### config.mk
export PLATFORM = sky130hd
export DESIGN_NAME = apc_ctrl_flat
export DESIGN_NICKNAME = d
export VERILOG_FILES = /design/src/inc/apc_pkg.sv /design/src/inc/apc_if.sv /design/src/rtl/apc_ctrl.sv /design/src/flat_wrapper.sv
export SDC_FILE = /design/constraint.sdc
export NUM_CORES = 1
export LEC_CHECK = 0
export BUFFER_PORTS_ARGS = -buffer_cell sky130_fd_sc_hd__buf_2
export CAP_MARGIN = 0
export CELL_PAD_IN_SITES_DETAIL_PLACEMENT = 0
export CELL_PAD_IN_SITES_GLOBAL_PLACEMENT = 1
export CORE_MARGIN = 3
export CORE_UTILIZATION = 46
export CTS_CLUSTER_DIAMETER = 40
export DETAILED_ROUTE_END_ITERATION = 16
export PLACE_DENSITY = 0.84
export SYNTH_ARGS = -nofsm -noshare
export SYNTH_HDL_FRONTEND = slang
export SYNTH_SLANG_ARGS = --single-unit
### constraint.sdc
create_clock -name SYS_CLK_I -period 3.85 [get_ports SYS_CLK_I]
set_input_delay 0.1925 -clock SYS_CLK_I [delete_from_list [all_inputs] [get_ports SYS_CLK_I]]
set_output_delay 0.1925 -clock SYS_CLK_I [all_outputs]
set_load 0.03 [all_outputs]
### src/inc/apc_pkg.sv
// constants and types shared by the converter end and the capture controller end
package apc_pkg;

  // clock
  localparam int unsigned CLK_PERIOD_NS = 10;

  // data path
  localparam int unsigned DATA_W  = 16;
  localparam int unsigned IDX_W   = 11;
  localparam int unsigned WCNT_W  = 13;
  localparam int unsigned ENTRY_W = DATA_W + IDX_W + 1;

  // block sizes in words
  localparam logic [WCNT_W-1:0] SAMPLES_PER_BLOCK = 13'h0800;
  localparam logic [WCNT_W-1:0] BUFFER_LENGTH     = 13'h0800;
  localparam logic [WCNT_W-1:0] CAPTURE_TOTAL     = 13'(2 * BUFFER_LENGTH);

  // results to drop after enable: trim conversions plus the stale first read
  localparam logic [2:0] TRIM_CONVERSIONS = 3'h3;
  localparam logic [2:0] STALE_READS      = 3'h1;
  localparam logic [2:0] DISCARD_LEAD     = 3'(TRIM_CONVERSIONS + STALE_READS);

  // pin timing
  localparam int unsigned QUIET_NS      = 125;
  localparam logic [7:0]  QUIET_CYC     = 8'((QUIET_NS + CLK_PERIOD_NS - 1) / CLK_PERIOD_NS);
  localparam int unsigned IO_WINDOW_NS  = 400;
  localparam logic [7:0]  IO_WINDOW_CYC = 8'(IO_WINDOW_NS / CLK_PERIOD_NS);
  localparam int unsigned CONVST_LOW_NS = 40;
  localparam logic [7:0]  CONVST_LOW_CYC =
    8'((CONVST_LOW_NS + CLK_PERIOD_NS - 1) / CLK_PERIOD_NS);
  localparam int unsigned RD_LOW_NS     = 40;
  localparam logic [7:0]  RD_LOW_CYC    = 8'((RD_LOW_NS + CLK_PERIOD_NS - 1) / CLK_PERIOD_NS);
  localparam int unsigned CONV_TIME_NS  = 1000;
  localparam logic [7:0]  CONV_CYC      = 8'(CONV_TIME_NS / CLK_PERIOD_NS);

  // sample rate timer
  localparam int unsigned TIMER_DIV        = 4;
  localparam logic [1:0]  TIMER_DIV_LAST   = 2'(TIMER_DIV - 1);
  localparam logic [1:0]  PULSE_TIMER_CLKS = 2'h2;

  // two-entry output buffer
  localparam logic [1:0] FIFO_FULL = 2'h2;

  // state types
  typedef enum logic {CV_SAMPLE, CV_CONVERT} apc_conv_st_t;
  typedef enum logic {RS_IDLE, RS_RUN} apc_run_st_t;
  typedef enum logic {SQ_IDLE, SQ_LOW} apc_seq_st_t;

endpackage

### src/inc/apc_if.sv
// pin bundle between the capture controller and the converter
`timescale 1ns/10ps
`default_nettype none
interface apc_if;
  logic        convst_n;
  logic        cs_n;
  logic        rd_n;
  logic        byte_sel;
  logic        busy;
  logic [15:0] data;

  modport ctrl (output convst_n, output cs_n, output rd_n, output byte_sel,
                input busy, input data);
  modport conv (input convst_n, input cs_n, input rd_n, input byte_sel,
                output busy, output data);
endinterface
`default_nettype wire

### src/rtl/apc_ctrl.sv
// capture controller end: rate timer, convert/read pin sequencing, ping-pong capture
`timescale 1ns/10ps
`default_nettype none
module apc_ctrl
  import apc_pkg::*;
(
  // clock and reset
  input  wire logic               SYS_CLK_I,
  input  wire logic               RESET_N_I,
  // pins
  apc_if.ctrl                     BUS,
  // control
  input  wire logic               ENABLE_I,
  input  wire logic               PULSE_MODE_I,
  input  wire logic [15:0]        PERIOD_I,
  // sample stream
  output var  logic               OUT_VALID_O,
  input  wire logic               OUT_READY_I,
  output var  logic [DATA_W-1:0]  OUT_DATA_O,
  output var  logic               OUT_BUF_O,
  output var  logic [IDX_W-1:0]   OUT_INDEX_O,
  // status
  output var  logic               FIRST_READY_O,
  output var  logic               SECOND_READY_O,
  output var  logic               ALERT_O,
  output var  logic               TRIG_MISS_O,
  output var  logic               LATE_READ_O
);

  // timer state
  logic [1:0]   pre_r,   pre_nxt;
  logic [15:0]  tcnt_r,  tcnt_nxt;
  logic         tout_r,  tout_nxt;
  logic [1:0]   tpc_r,   tpc_nxt;
  logic         tick;
  logic         tev;
  logic [15:0]  per_m1;

  // pin sequencer state
  apc_run_st_t  run_r,     run_nxt;
  apc_seq_st_t  seq_r,     seq_nxt;
  logic [7:0]   cv_cnt_r,  cv_cnt_nxt;
  logic [7:0]   rd_cnt_r,  rd_cnt_nxt;
  logic [7:0]   win_r,     win_nxt;
  logic [7:0]   quiet_r,   quiet_nxt;
  logic         pend_r,    pend_nxt;
  logic         rd_pend_r, rd_pend_nxt;
  logic         convst_n_r, convst_n_nxt;
  logic         cs_n_r,    cs_n_nxt;
  logic         rd_n_r,    rd_n_nxt;
  logic         busy_q_r,  busy_q_nxt;
  logic         miss_r,    miss_nxt;
  logic         late_r,    late_nxt;
  logic         issue;
  logic         rd_start;
  logic         bz_rise;
  logic         cap;

  // capture state
  logic [2:0]        skip_r,  skip_nxt;
  logic [WCNT_W-1:0] wcnt_r,  wcnt_nxt;
  logic              frdy_r,  frdy_nxt;
  logic              srdy_r,  srdy_nxt;
  logic              alert_r, alert_nxt;
  logic              push;
  logic [ENTRY_W-1:0] push_word;

  // two-entry buffer state
  logic [ENTRY_W-1:0] mem_r [2];
  logic [ENTRY_W-1:0] mem_nxt [2];
  logic [ENTRY_W-1:0] head_r,  head_nxt;
  logic               wp_r,    wp_nxt;
  logic               rp_r,    rp_nxt;
  logic [1:0]         cnt_r,   cnt_nxt;
  logic               vld_r,   vld_nxt;
  logic               wr;
  logic               pop;

  // sample rate timer on a divide-by-four tick
  always_comb begin
    tick     = (pre_r == TIMER_DIV_LAST);
    per_m1   = (PERIOD_I == 16'h0000) ? 16'h0000 : PERIOD_I - 16'h0001;
    pre_nxt  = 2'h0;
    tcnt_nxt = tcnt_r;
    tout_nxt = tout_r;
    tpc_nxt  = tpc_r;
    tev      = 1'b0;
    if (run_r == RS_IDLE) begin
      tcnt_nxt = 16'h0000;
      tout_nxt = 1'b0;
      tpc_nxt  = 2'h0;
    end else begin
      pre_nxt = tick ? 2'h0 : pre_r + 2'h1;
      if (tick) begin
        if (tpc_r != 2'h0) begin
          tpc_nxt = tpc_r - 2'h1;
        end
        if (tcnt_r >= per_m1) begin
          tcnt_nxt = 16'h0000;
          if (PULSE_MODE_I) begin
            tpc_nxt = PULSE_TIMER_CLKS;
            tev     = 1'b1;
          end else begin
            tout_nxt = ~tout_r;
            tev      = ~tout_r;
          end
        end else begin
          tcnt_nxt = tcnt_r + 16'h0001;
        end
      end
    end
  end

  always_ff @(posedge SYS_CLK_I) begin
    if (!RESET_N_I) begin
      pre_r  <= 2'h0;
      tcnt_r <= 16'h0000;
      tout_r <= 1'b0;
      tpc_r  <= 2'h0;
    end else begin
      pre_r  <= pre_nxt;
      tcnt_r <= tcnt_nxt;
      tout_r <= tout_nxt;
      tpc_r  <= tpc_nxt;
    end
  end

  // convert and read pin sequencing
  always_comb begin
    run_nxt      = ENABLE_I ? RS_RUN : RS_IDLE;
    bz_rise      = BUS.busy & ~busy_q_r;
    busy_q_nxt   = BUS.busy;
    seq_nxt      = seq_r;
    cv_cnt_nxt   = cv_cnt_r;
    rd_cnt_nxt   = rd_cnt_r;
    convst_n_nxt = convst_n_r;
    rd_n_nxt     = rd_n_r;
    cs_n_nxt     = 1'b0;
    miss_nxt     = miss_r;
    late_nxt     = late_r;
    issue        = 1'b0;
    rd_start     = 1'b0;
    cap          = 1'b0;
    win_nxt      = bz_rise ? 8'h00 : ((win_r == IO_WINDOW_CYC) ? win_r : win_r + 8'h01);
    if (run_r == RS_IDLE) begin
      seq_nxt      = SQ_IDLE;
      convst_n_nxt = 1'b1;
      rd_n_nxt     = 1'b1;
      cs_n_nxt     = 1'b1;
      miss_nxt     = 1'b0;
      late_nxt     = 1'b0;
      pend_nxt     = 1'b0;
      rd_pend_nxt  = 1'b0;
    end else begin
      if (PULSE_MODE_I) begin
        convst_n_nxt = (tpc_r == 2'h0);
        seq_nxt      = SQ_IDLE;
      end else begin
        case (seq_r)
          SQ_IDLE: begin
            // stall new conversions while the output buffer is full
            if (pend_r && !BUS.busy && rd_n_r && quiet_r >= QUIET_CYC &&
                cnt_r != FIFO_FULL) begin
              issue        = 1'b1;
              convst_n_nxt = 1'b0;
              cv_cnt_nxt   = CONVST_LOW_CYC - 8'h01;
              seq_nxt      = SQ_LOW;
            end
          end
          SQ_LOW: begin
            if (cv_cnt_r == 8'h00) begin
              convst_n_nxt = 1'b1;
              seq_nxt      = SQ_IDLE;
            end else begin
              cv_cnt_nxt = cv_cnt_r - 8'h01;
            end
          end
          default: seq_nxt = SQ_IDLE;
        endcase
      end
      pend_nxt = (tev & ~PULSE_MODE_I) | (pend_r & ~issue);
      if (tev && !PULSE_MODE_I && pend_r && !issue) begin
        miss_nxt = 1'b1;
      end
      if (rd_n_r) begin
        if (rd_pend_r) begin
          if (win_r + RD_LOW_CYC <= IO_WINDOW_CYC) begin
            rd_start   = 1'b1;
            rd_n_nxt   = 1'b0;
            rd_cnt_nxt = RD_LOW_CYC - 8'h01;
          end else begin
            late_nxt = 1'b1;
          end
        end
      end else if (rd_cnt_r == 8'h00) begin
        rd_n_nxt = 1'b1;
        cap      = 1'b1;
      end else begin
        rd_cnt_nxt = rd_cnt_r - 8'h01;
      end
      rd_pend_nxt = bz_rise | (rd_pend_r & rd_n_r & ~rd_start & ~late_nxt);
    end
    if (convst_n_nxt != convst_n_r || rd_n_nxt != rd_n_r || cs_n_nxt != cs_n_r) begin
      quiet_nxt = 8'h00;
    end else begin
      quiet_nxt = (quiet_r >= QUIET_CYC) ? quiet_r : quiet_r + 8'h01;
    end
  end

  always_ff @(posedge SYS_CLK_I) begin
    if (!RESET_N_I) begin
      run_r      <= RS_IDLE;
      seq_r      <= SQ_IDLE;
      cv_cnt_r   <= 8'h00;
      rd_cnt_r   <= 8'h00;
      win_r      <= 8'h00;
      quiet_r    <= 8'h00;
      pend_r     <= 1'b0;
      rd_pend_r  <= 1'b0;
      convst_n_r <= 1'b1;
      cs_n_r     <= 1'b1;
      rd_n_r     <= 1'b1;
      busy_q_r   <= 1'b0;
      miss_r     <= 1'b0;
      late_r     <= 1'b0;
    end else begin
      run_r      <= run_nxt;
      seq_r      <= seq_nxt;
      cv_cnt_r   <= cv_cnt_nxt;
      rd_cnt_r   <= rd_cnt_nxt;
      win_r      <= win_nxt;
      quiet_r    <= quiet_nxt;
      pend_r     <= pend_nxt;
      rd_pend_r  <= rd_pend_nxt;
      convst_n_r <= convst_n_nxt;
      cs_n_r     <= cs_n_nxt;
      rd_n_r     <= rd_n_nxt;
      busy_q_r   <= busy_q_nxt;
      miss_r     <= miss_nxt;
      late_r     <= late_nxt;
    end
  end

  // word routing into first buffer, second buffer or discard
  always_comb begin
    skip_nxt  = skip_r;
    wcnt_nxt  = wcnt_r;
    frdy_nxt  = frdy_r;
    srdy_nxt  = srdy_r;
    alert_nxt = 1'b0;
    push      = 1'b0;
    if (wcnt_r >= BUFFER_LENGTH) begin
      push_word = {1'b1, IDX_W'(wcnt_r - BUFFER_LENGTH), BUS.data};
    end else begin
      push_word = {1'b0, wcnt_r[IDX_W-1:0], BUS.data};
    end
    if (run_r == RS_IDLE) begin
      skip_nxt = 3'h0;
      wcnt_nxt = '0;
      frdy_nxt = 1'b0;
      srdy_nxt = 1'b0;
    end else if (cap) begin
      if (skip_r != DISCARD_LEAD) begin
        skip_nxt = skip_r + 3'h1;
      end else if (wcnt_r != CAPTURE_TOTAL) begin
        push     = 1'b1;
        wcnt_nxt = wcnt_r + 13'h0001;
        if (wcnt_r == SAMPLES_PER_BLOCK - 13'h0001) begin
          frdy_nxt  = 1'b1;
          alert_nxt = 1'b1;
        end
        if (wcnt_r == CAPTURE_TOTAL - 13'h0001) begin
          srdy_nxt  = 1'b1;
          alert_nxt = 1'b1;
        end
      end
    end
  end

  always_ff @(posedge SYS_CLK_I) begin
    if (!RESET_N_I) begin
      skip_r  <= 3'h0;
      wcnt_r  <= '0;
      frdy_r  <= 1'b0;
      srdy_r  <= 1'b0;
      alert_r <= 1'b0;
    end else begin
      skip_r  <= skip_nxt;
      wcnt_r  <= wcnt_nxt;
      frdy_r  <= frdy_nxt;
      srdy_r  <= srdy_nxt;
      alert_r <= alert_nxt;
    end
  end

  // two-entry output buffer
  always_comb begin
    pop     = vld_r & OUT_READY_I;
    wr      = push & (cnt_r != FIFO_FULL);
    mem_nxt = mem_r;
    if (wr) begin
      mem_nxt[wp_r] = push_word;
    end
    wp_nxt   = wp_r ^ wr;
    rp_nxt   = rp_r ^ pop;
    cnt_nxt  = cnt_r + {1'b0, wr} - {1'b0, pop};
    head_nxt = mem_nxt[rp_nxt];
    vld_nxt  = (cnt_nxt != 2'h0);
  end

  always_ff @(posedge SYS_CLK_I) begin
    if (!RESET_N_I) begin
      for (int i = 0; i < 2; i++) begin
        mem_r[i] <= '0;
      end
      head_r <= '0;
      wp_r   <= 1'b0;
      rp_r   <= 1'b0;
      cnt_r  <= 2'h0;
      vld_r  <= 1'b0;
    end else begin
      mem_r  <= mem_nxt;
      head_r <= head_nxt;
      wp_r   <= wp_nxt;
      rp_r   <= rp_nxt;
      cnt_r  <= cnt_nxt;
      vld_r  <= vld_nxt;
    end
  end

  assign BUS.convst_n   = convst_n_r;
  assign BUS.cs_n       = cs_n_r;
  assign BUS.rd_n       = rd_n_r;
  assign BUS.byte_sel   = 1'b0;
  assign OUT_VALID_O    = vld_r;
  assign OUT_DATA_O     = head_r[DATA_W-1:0];
  assign OUT_INDEX_O    = head_r[DATA_W +: IDX_W];
  assign OUT_BUF_O      = head_r[ENTRY_W-1];
  assign FIRST_READY_O  = frdy_r;
  assign SECOND_READY_O = srdy_r;
  assign ALERT_O        = alert_r;
  assign TRIG_MISS_O    = miss_r;
  assign LATE_READ_O    = late_r;

endmodule
`default_nettype wire

### src/flat_wrapper.sv
// flat-port wrapper written by rule: the top's interface ports become plain ports
module apc_ctrl_flat import apc_pkg::*;
  (SYS_CLK_I, RESET_N_I, ENABLE_I, PULSE_MODE_I, PERIOD_I, OUT_VALID_O, OUT_READY_I, OUT_DATA_O, OUT_BUF_O, OUT_INDEX_O, FIRST_READY_O, SECOND_READY_O, ALERT_O, TRIG_MISS_O, LATE_READ_O, BUS_convst_n, BUS_cs_n, BUS_rd_n, BUS_byte_sel, BUS_busy, BUS_data);
  apc_if BUS_i ();
  input  wire logic SYS_CLK_I;
  input  wire logic RESET_N_I;
  input  wire logic ENABLE_I;
  input  wire logic PULSE_MODE_I;
  input  wire logic [15:0] PERIOD_I;
  output var  logic OUT_VALID_O;
  input  wire logic OUT_READY_I;
  output var  logic [DATA_W-1:0] OUT_DATA_O;
  output var  logic OUT_BUF_O;
  output var  logic [IDX_W-1:0] OUT_INDEX_O;
  output var  logic FIRST_READY_O;
  output var  logic SECOND_READY_O;
  output var  logic ALERT_O;
  output var  logic TRIG_MISS_O;
  output var  logic LATE_READ_O;
  output wire logic [$bits(BUS_i.convst_n)-1:0] BUS_convst_n;
  output wire logic [$bits(BUS_i.cs_n)-1:0] BUS_cs_n;
  output wire logic [$bits(BUS_i.rd_n)-1:0] BUS_rd_n;
  output wire logic [$bits(BUS_i.byte_sel)-1:0] BUS_byte_sel;
  input wire logic [$bits(BUS_i.busy)-1:0] BUS_busy;
  input wire logic [$bits(BUS_i.data)-1:0] BUS_data;
  assign BUS_convst_n = BUS_i.convst_n;
  assign BUS_cs_n = BUS_i.cs_n;
  assign BUS_rd_n = BUS_i.rd_n;
  assign BUS_byte_sel = BUS_i.byte_sel;
  assign BUS_i.busy = BUS_busy;
  assign BUS_i.data = BUS_data;
  apc_ctrl u_core (.SYS_CLK_I(SYS_CLK_I), .RESET_N_I(RESET_N_I), .BUS(BUS_i), .ENABLE_I(ENABLE_I), .PULSE_MODE_I(PULSE_MODE_I), .PERIOD_I(PERIOD_I), .OUT_VALID_O(OUT_VALID_O), .OUT_READY_I(OUT_READY_I), .OUT_DATA_O(OUT_DATA_O), .OUT_BUF_O(OUT_BUF_O), .OUT_INDEX_O(OUT_INDEX_O), .FIRST_READY_O(FIRST_READY_O), .SECOND_READY_O(SECOND_READY_O), .ALERT_O(ALERT_O), .TRIG_MISS_O(TRIG_MISS_O), .LATE_READ_O(LATE_READ_O));
endmodule
Word level (Yosys, flattened, before mapping)
Index checks and enable logic that the tools add are counted.
- output and inout port bits: 38
- bits of input ports: 38
- register bits: 171
- word-level logic and storage cells: 182
- bitwise logic cells: 26
- $lt $le $gt $ge: 7
- muxes and demuxes: 58
- reduce and logical (&&, ||, !) cells: 32
- $add $sub $neg: 14
- eq/ne operators: 15
- operator list (cell ; number):
    two-way mux 28 bit ; 5
    bitwise mux 56 bit ; 1
    two-way mux 56 bit ; 1
    two-way mux 8 bit ; 6
    two-way mux 1 bit ; 36
    two-way mux 16 bit ; 2
    demux 28 bit (select 1 bit) ; 1
    adder 16 x 1 -> 16 bit (second input constant) ; 1
    adder 8 x 1 -> 8 bit (second input constant) ; 2
    >= comparator 16 bit ; 1
    logical NOT 16 bit ; 1
    logical NOT 8 bit ; 2
    case mux 8 bit (2 select lines) ; 1
    AND reduction 4 bit ; 4
    subtractor 16 x 1 -> 16 bit (second input constant) ; 1
    subtractor 8 x 1 -> 8 bit (second input constant) ; 2
    adder 13 x 1 -> 13 bit (second input constant) ; 1
    equality test 13 x 11 -> 1 bit (second input constant) ; 1
    equality test 13 x 12 -> 1 bit (second input constant) ; 1
    >= comparator 13 x 12 -> 1 bit (second input constant) ; 1
    != test 13 bit (second input constant) ; 1
    NOT 1 bit ; 12
    subtractor 11 x 1 -> 11 bit (second input constant) ; 1
    adder 8 x 3 -> 8 bit (second input constant) ; 1
    other kinds (31) ; 66

Longest topological paths before layout
Gate-level depths: netlist (run 1).
- word-level depth: 13
- mapped depth: 15
- mapped depth without buffers: 13

Worst setup path after synthesis (run 1)
No wires, ideal clock.
- path type: input to register
- start point: input port PERIOD_I[13]
- end point: register u_core.tcnt_r[10]
- library setup time: 0.065 ns
- arrival: 2.953 ns
- path slack: 0.832 ns
- data required time: 3.785 ns
- buffers on the path: 3
- stages on the path: 15
- path through: or3_1 -> nor2_1 -> nand4b_1 -> or2_2 -> clkbuf_1 -> clkbuf_1 -> nand2_1 -> ha_1 -> nand2_1 -> o21ai_0 -> a2111oi_0 -> and3_1 -> o21ai_0 -> clkbuf_1 -> nor2_1
- cells in the longest elaborated chain, start to end: 4
- elaborated cells between the ends (all ways): 5
- those cells by class: 1 x add/sub; 1 x order compare; 2 x mux; 1 x reduce/logical
- ends and longest elaborated chain (item ; line ; source):
    start, declared ; flat_wrapper.sv:9 ; input wire logic [15:0] PERIOD_I;
    subtractor 16 x 1 -> 16 bit / logical NOT 16 bit (equally long branches) ; apc_ctrl.sv:82 ; per_m1 = (PERIOD_I == 16'h0000) ? 16'h0000 : PERIOD_I - 16'h0001;
    two-way mux 16 bit * ; apc_ctrl.sv:82 ;
    >= comparator 16 bit * ; apc_ctrl.sv:98 ; if (tcnt_r >= per_m1) begin
    two-way mux 16 bit * ; apc_ctrl.sv:98 ;
    end signal, assigned ; apc_ctrl.sv:122 ; tcnt_r <= tcnt_nxt;
    end, declared ; apc_ctrl.sv:32 ; logic [15:0] tcnt_r, tcnt_nxt;
Mark *: on every way between the ends. The rest lies on a longest branch, timed or not.
A chain may end at the register's enable or synchronous reset.

Worst setup path in the final report (run 1)
- start point: input port PERIOD_I[9]
- end point: register u_core.tcnt_r[12]
The elaborated chain is that of the path after synthesis.

==> results.txt, run 1 <==
status: completed
gr ovfl total: 0
setup violators final: 0
worst slew pin tran: 1.13 ns
synth top area cells: dfxtp_1 (45%), mux2i_1 (6.9%), ha_1 (5.9%), nor2b_1 (5.1%), xnor2_1 (4.1%)
Clock transition at path regs: 0.07 ns
initial DRC count: 316
Initial Utilization: 47.6%
multi-input combinational cell area: 3930 um^2
placed wire-length estimate: 10400 um
syn_area_per_cell: 9.45 um^2
maximum VDD drop: 0.345 mV
P&R area growth vs syn: 14.8%
CP Max Fanout: 14
WP data required: 4.21 ns
Pwr Total: 3.70 mW
drc violations: 0
Setup crit start: PERIOD_I[9]
drt total wl: 15100 um
Max Fclk: 354 MHz
Hold WS: 0.0472 ns
Hold WC Path Type: in -> reg
Synth top area share: 44.8%
Critical Path Sink Type: flip-flop
P per Cell Area: 421 nW/um^2
routability cong.: 0.810
arrival time of the worst setup path: 3.18 ns
Most used DFF post-synth: dfxtp_1
register area: 3420 um^2
# IOs: 76
CTS tree: built
Synthesized Nets: 883
Die Ht: 135 um
Total Routing Usage GR: 17.0%
# diodes: 0
Synth Instances: 809
clock latency on the worst-skew pair: 0.42 ns
setup total negative slack: 0 ns
startpoint types: input port
first-pass GRT wire length: 25200 um
routed vias: 5652
RSZ-0062 raised after global routing: false
Final WS setup: 1.02 ns
post-CTS sizing: 0
FF+latch count, synth: 171
Reg-to-Reg Start: u_core.rd_cnt_r[0]
antenna violations before repair: 0
Final Hold Viols: 0
category of the most critical setup path: in -> reg
hold_sp: BUS_busy
ANT nets after route: 0
PortBufs: 74
FFs w/ async S/R, synth: 0%
Ys Warns: 0
Yosys cell types: 65
CTS Buf Count: 17
Core ar.: 16100 um^2
Net count, final: 951
via/cell ratio: 5.11
post-layout util: 54.7%
max_cap viols: 0
die area: 18200 um^2
Post-Syn Area: 7640 um^2
Post-Place Setup Slack: 0.600 ns
area leader, netlist: dfxtp_1
Layout Skew: 0.00899 ns
clk buf depth: 2
Die Span X: 135 um
register area share after synthesis: 44.8%
FILL cells: 1479
Final period util: 73.4%
root buffer cell: clkbuf_16
P_leak: 3.55 nW
number of global-route vias before repair: 5243
Rel. slew slack: 24.7%
DRT Pass-1 Iters: 4
Post-synth EDFFs: 0
# rows: 46
layout cells sized above 1: 14.9%
max-slew violations: 0
WL/cell: 13.6 um
pin count of the biggest net entering global routing: 64
minimum clock period: 2.83 ns
Sink Count: 171
CTS H-tree lvls: 4
critical path, stage by stage:
cell,delay [ns]
buf_2,0.11
nor4_1,0.36
nand2b_1,0.16
nor2_1,0.24
nand2_1,0.10
xnor2_1,0.15
nand2_1,0.07
ha_1,0.31
a21oi_1,0.13
o21ai_0,0.13
a2111oi_0,0.42
buf_4,0.20
and3_1,0.17
o21ai_0,0.10
buf_4,0.21
nor2_1,0.12
state kept, by name, indices dropped and copies added, names as in the netlist, 2 cells and up:
signal           flops
u_core.tcnt_r       16
u_core.cnt_r         2
u_core.rd_cnt_r      8
u_core.skip_r        3
u_core.pre_r         2
u_core.win_r         8
u_core.tpc_r         2
u_core.cv_cnt_r      8
u_core.mem_r        56
u_core.wcnt_r       13
u_core.quiet_r       8
u_core.head_r       28
cell usage after synthesis (3+ instances only):
| cell | number |
|---|---|
| xnor2_1 | 36 |
| ha_1 | 36 |
| nand3b_1 | 3 |
| nand2b_1 | 9 |
| nor2b_1 | 62 |
| a31oi_1 | 3 |
| buf_4 | 4 |
| and2_1 | 11 |
| o22ai_1 | 29 |
| nor4_1 | 10 |
| o21ai_0 | 12 |
| mux2i_1 | 53 |
| buf_2 | 3 |
| nand4_1 | 13 |
| nand3_1 | 24 |
| nor2_1 | 81 |
| buf_6 | 3 |
| a2111oi_0 | 3 |
| or3_1 | 5 |
| or2_2 | 3 |
| and4_1 | 3 |
| nor3b_1 | 3 |
| a21oi_1 | 19 |
| xor2_1 | 32 |
| dfxtp_1 | 171 |
| nand4b_1 | 3 |
| and3_1 | 5 |
| clkbuf_1 | 25 |
| o211a_1 | 4 |
| nand2_1 | 52 |
| inv_1 | 32 |
| nor3_1 | 18 |
cell families after synthesis:
kind of cell,Yosys count,synth area share (%)
other,1,0.0491
multiplexers,53,6.94
XOR/XNOR,68,7.79
AO/OA/AOI/OAI,94,8.51
adder cells (fa/ha/maj),36,5.89
buffers and inverters,68,3.88
AND/OR/NAND/NOR,318,22.1
flip-flops,171,44.8
layer usage:
layer | GRT usage (%) | part of all wire (%)
met1 | 23.7 | 51
met2 | 26.2 | 45
met3 | 3.61 | 2.5
met4 | 5.66 | 1.3
met5 | 0 | 0
cell type report:
| class | count | area share [%] |
|---|---|---|
| multi-input cells | 570 | 44.7 |
| repair buffers | 84 | 5.10 |
| inverters | 33 | 1.41 |
| well taps | 216 | 3.08 |
| clock buffers | 20 | 5.20 |
| clock inverters | 12 | 1.48 |
| flip-flops and latches | 171 | 39.0 |
where the power goes:
part           leakage, nW  internal, mW  switching, mW  total, mW
sequential            1.38          1.78         0.0121       1.80
clock                0.278         0.945          0.742       1.69
combinational         1.89        0.0816          0.134      0.216
placed cells by master, fill, tap and decap left out, types with 24 or more instances in the layout:
cell type and n:
dfxtp_1 171, nor2_1 81, buf_2 74, nor2b_1 62
mux2i_1 53, nand2_1 52, xnor2_1 36, ha_1 36
inv_1 32, xor2_1 32, o22ai_1 29, nand3_1 24
repair_timing:
action,CTS,global route
endpoints found under the setup margin,0,0
hold endpoints to repair,1,0
hold buffers,1,0
buffers inserted,0,0
metrics by stage:
step           std cells  instance area [um^2]
3_5_place_dp        1073                  8180
3_3_place_gp        1073                  8180
5_1_grt             1106                  8780
6_report            1106                  8780
2_1_floorplan        809                  7640
4_1_cts             1106                  8780
final timing paths:
path                            end  slack [ns]  depth (start not counted)
hold reg to reg   u_core.quiet_r[7]        0.43                          2
setup reg to reg  u_core.head_r[20]        1.03                          8
setup / recovery  u_core.tcnt_r[12]        1.02                         16
hold / removal      u_core.busy_q_r        0.05                          2
(Power assumes the default switching activity.)
==> run 2: changes to the inputs <==
CORE_UTILIZATION = 41   (was 46)
PLACE_DENSITY = 0.79   (was 0.84)
clock period = 2.6 ns   (was 3.85 ns; I/O delays follow)
==> run 2 against run 1 <==
Effect of this change:
- combinational power rose by 70%
- utilization fell by 3.2 points
- setup slack got worse by 0.83 ns
- register-to-register slack got worse by 0.83 ns
- count of clock-buffer cells in the layout fell by 3
- sequential power rose by 48%
- sequential share of layout area fell by 2.4 points
- hold slack got worse by 0.022 ns
- first-iteration DRC count fell by 23%
- total power rose by 54%
- highest routed layer unchanged
==> results.txt, run 2 (synthesized netlist as in run 1, its figures left out) <==
via/cell ratio: 4.94
largest register by flop count: u_core.mem_r
Total Routing Usage GR: 15.6%
largest registers: u_core.mem_r: 56 flops, u_core.head_r: 28 flops, u_core.tcnt_r: 16 flops
setup total negative slack: 0 ns
crit path cell chain: buf_2 > or3_1 > nor2_2 > nand4b_1 > or2_4 > buf_4 > nand2_1 > ha_1 > a21oi_2 > nor2_1 > a2111oi_2 > nand3_1 > a31o_2 > a21oi_1
drt total wl: 15400 um
drc violations: 0
multi-input combinational cell area: 4010 um^2
Max Fclk: 415 MHz
pin count of the biggest net entering global routing: 39
Clock transition at path regs: 0.08 ns
Post-Place Setup Slack: -0.261 ns
# IOs: 76
WP data required: 2.96 ns
DRT Pass-1 Iters: 4
arrival time of the worst setup path: 2.77 ns
routability cong.: 0.769
WL/cell: 13.2 um
CTS tree: built
Layout Skew: 0.0201 ns
antenna violations before repair: 0
CTS Buf Count: 17
gr ovfl total: 0
startpoint types: input port
Worst Hold Path Cells: 3
Rel. slew slack: 60.2%
# rows: 49
FILL cells: 1686
Die Span X: 143 um
minimum clock period: 2.41 ns
root buffer cell: clkbuf_16
Critical Path Sink Type: flip-flop
CP Max Fanout: 10
maximum VDD drop: 0.520 mV
P_leak: 3.82 nW
max_cap viols: 0
P&R area growth vs syn: 22.3%
Die Ht: 143 um
max reg flops: 56
status: completed
routed vias: 5745
Initial Utilization: 42.1%
Final period util: 92.7%
number of global-route vias before repair: 5477
placed wire-length estimate: 10600 um
most frequent cells in the layout: dfxtp_1 (171), nor2_1 (80), buf_2 (74)
P per Cell Area: 611 nW/um^2
Critical Path Slowest Stage Cell: or3_1
Sink Count: 171
RSZ-0062 raised after global routing: false
Core ar.: 18100 um^2
commonest non-fill, non-tap cell in the layout: dfxtp_1
initial DRC count: 243
clk buf depth: 2
max-slew violations: 0
ANT nets after route: 0
category of the most critical setup path: in -> reg
worst slew pin tran: 0.597 ns
Final WS setup: 0.190 ns
# diodes: 0
clock latency on the worst-skew pair: 0.43 ns
first-pass GRT wire length: 26100 um
Final Hold Viols: 0
PortBufs: 74
Worst path max stage delay: 0.40 ns
setup violators final: 0
die area: 20300 um^2
Hold WC Path Type: in -> reg
reg2reg path depth: 11
layout cells sized above 1: 18.7%
CTS H-tree lvls: 4
Net count, final: 996
register area: 3420 um^2
[run 2: cell types whose count changed in the layout (fill, tap and decap cells not counted), sizes merged]
cell | before | now
buf | 83 | 112
bufinv | 1 | 2
clkbuf | 20 | 17
clkinv | 3 | 5
clkinvlp | 3 | 1
dlygate4sd3 | 1 | 17
inv | 38 | 40
[run 2: power breakdown]
group | internal (mW) | switching [mW] | total (mW)
combinational | 0.160 | 0.208 | 0.367
sequential | 2.64 | 0.0183 | 2.66
clock | 1.49 | 1.19 | 2.68
total | 4.29 | 1.42 | 5.71
[run 2: path summary, 6_finish.rpt]
check,startpoint,endpoint,slack (ns)
worst min-delay path,BUS_data[11],u_core.mem_r[11],0.02
worst min register to register,u_core.quiet_r[7],u_core.quiet_r[7],0.42
worst max register to register,u_core.rd_cnt_r[0],u_core.OUT_VALID_O,0.20
worst max-delay path,PERIOD_I[12],u_core.tpc_r[0],0.19
[run 2: cell type report]
class                      instances  area share [%]
clock buffer                      17            4.55
tap                              229            3.07
inverter                          33            1.33
timing repair buffer             129            9.24
clock inverter                    15            2.33
multi-input combinational        570            42.9
sequential                       171            36.6
[run 2: worst max-delay path: cells and delay by family]
kind                     cells  cell delay [ns]
buffers and inverters        2             0.26
AO/OA/AOI/OAI                4             0.87
AND/OR/NAND/NOR              7             1.25
adder cells (fa/ha/maj)      1             0.25
[run 2: metrics by stage]
| step | total power [mW] | hold WS, ns | cells | utilization [%] | area (um^2) |
|---|---|---|---|---|---|
| after CTS | 5.80 | 0.00756 | 1163 | 51.3 | 9310 |
| after floorplan | 2.93 | 0.252 | 809 | - | 7720 |
| after global placement | 3.07 | 0.353 | 1114 | 46.8 | 8490 |
| final | 5.71 | 0.0249 | 1164 | 51.5 | 9350 |
| after global routing | 5.94 | 0.0228 | 1164 | 51.5 | 9350 |
| after detailed placement | 3.07 | 0.354 | 1114 | 46.8 | 8490 |
[run 2: timing repair]
item / in CTS / in global routing
endpoints found under the setup margin: 0 / 20
resized for setup: 0 / 6
setup buffers: 0 / 1
hold endpoints to repair: 28 / 0
hold buffers: 17 / 0
[run 2: per-layer routing]
layer	global-route usage, %	wire length [um]	up-vias
li1	-	-	3018
met1	20.3	7490	2669
met2	25.5	7320	48
met3	4.47	488	10
met4	4.10	112	0
met5	0	0	-
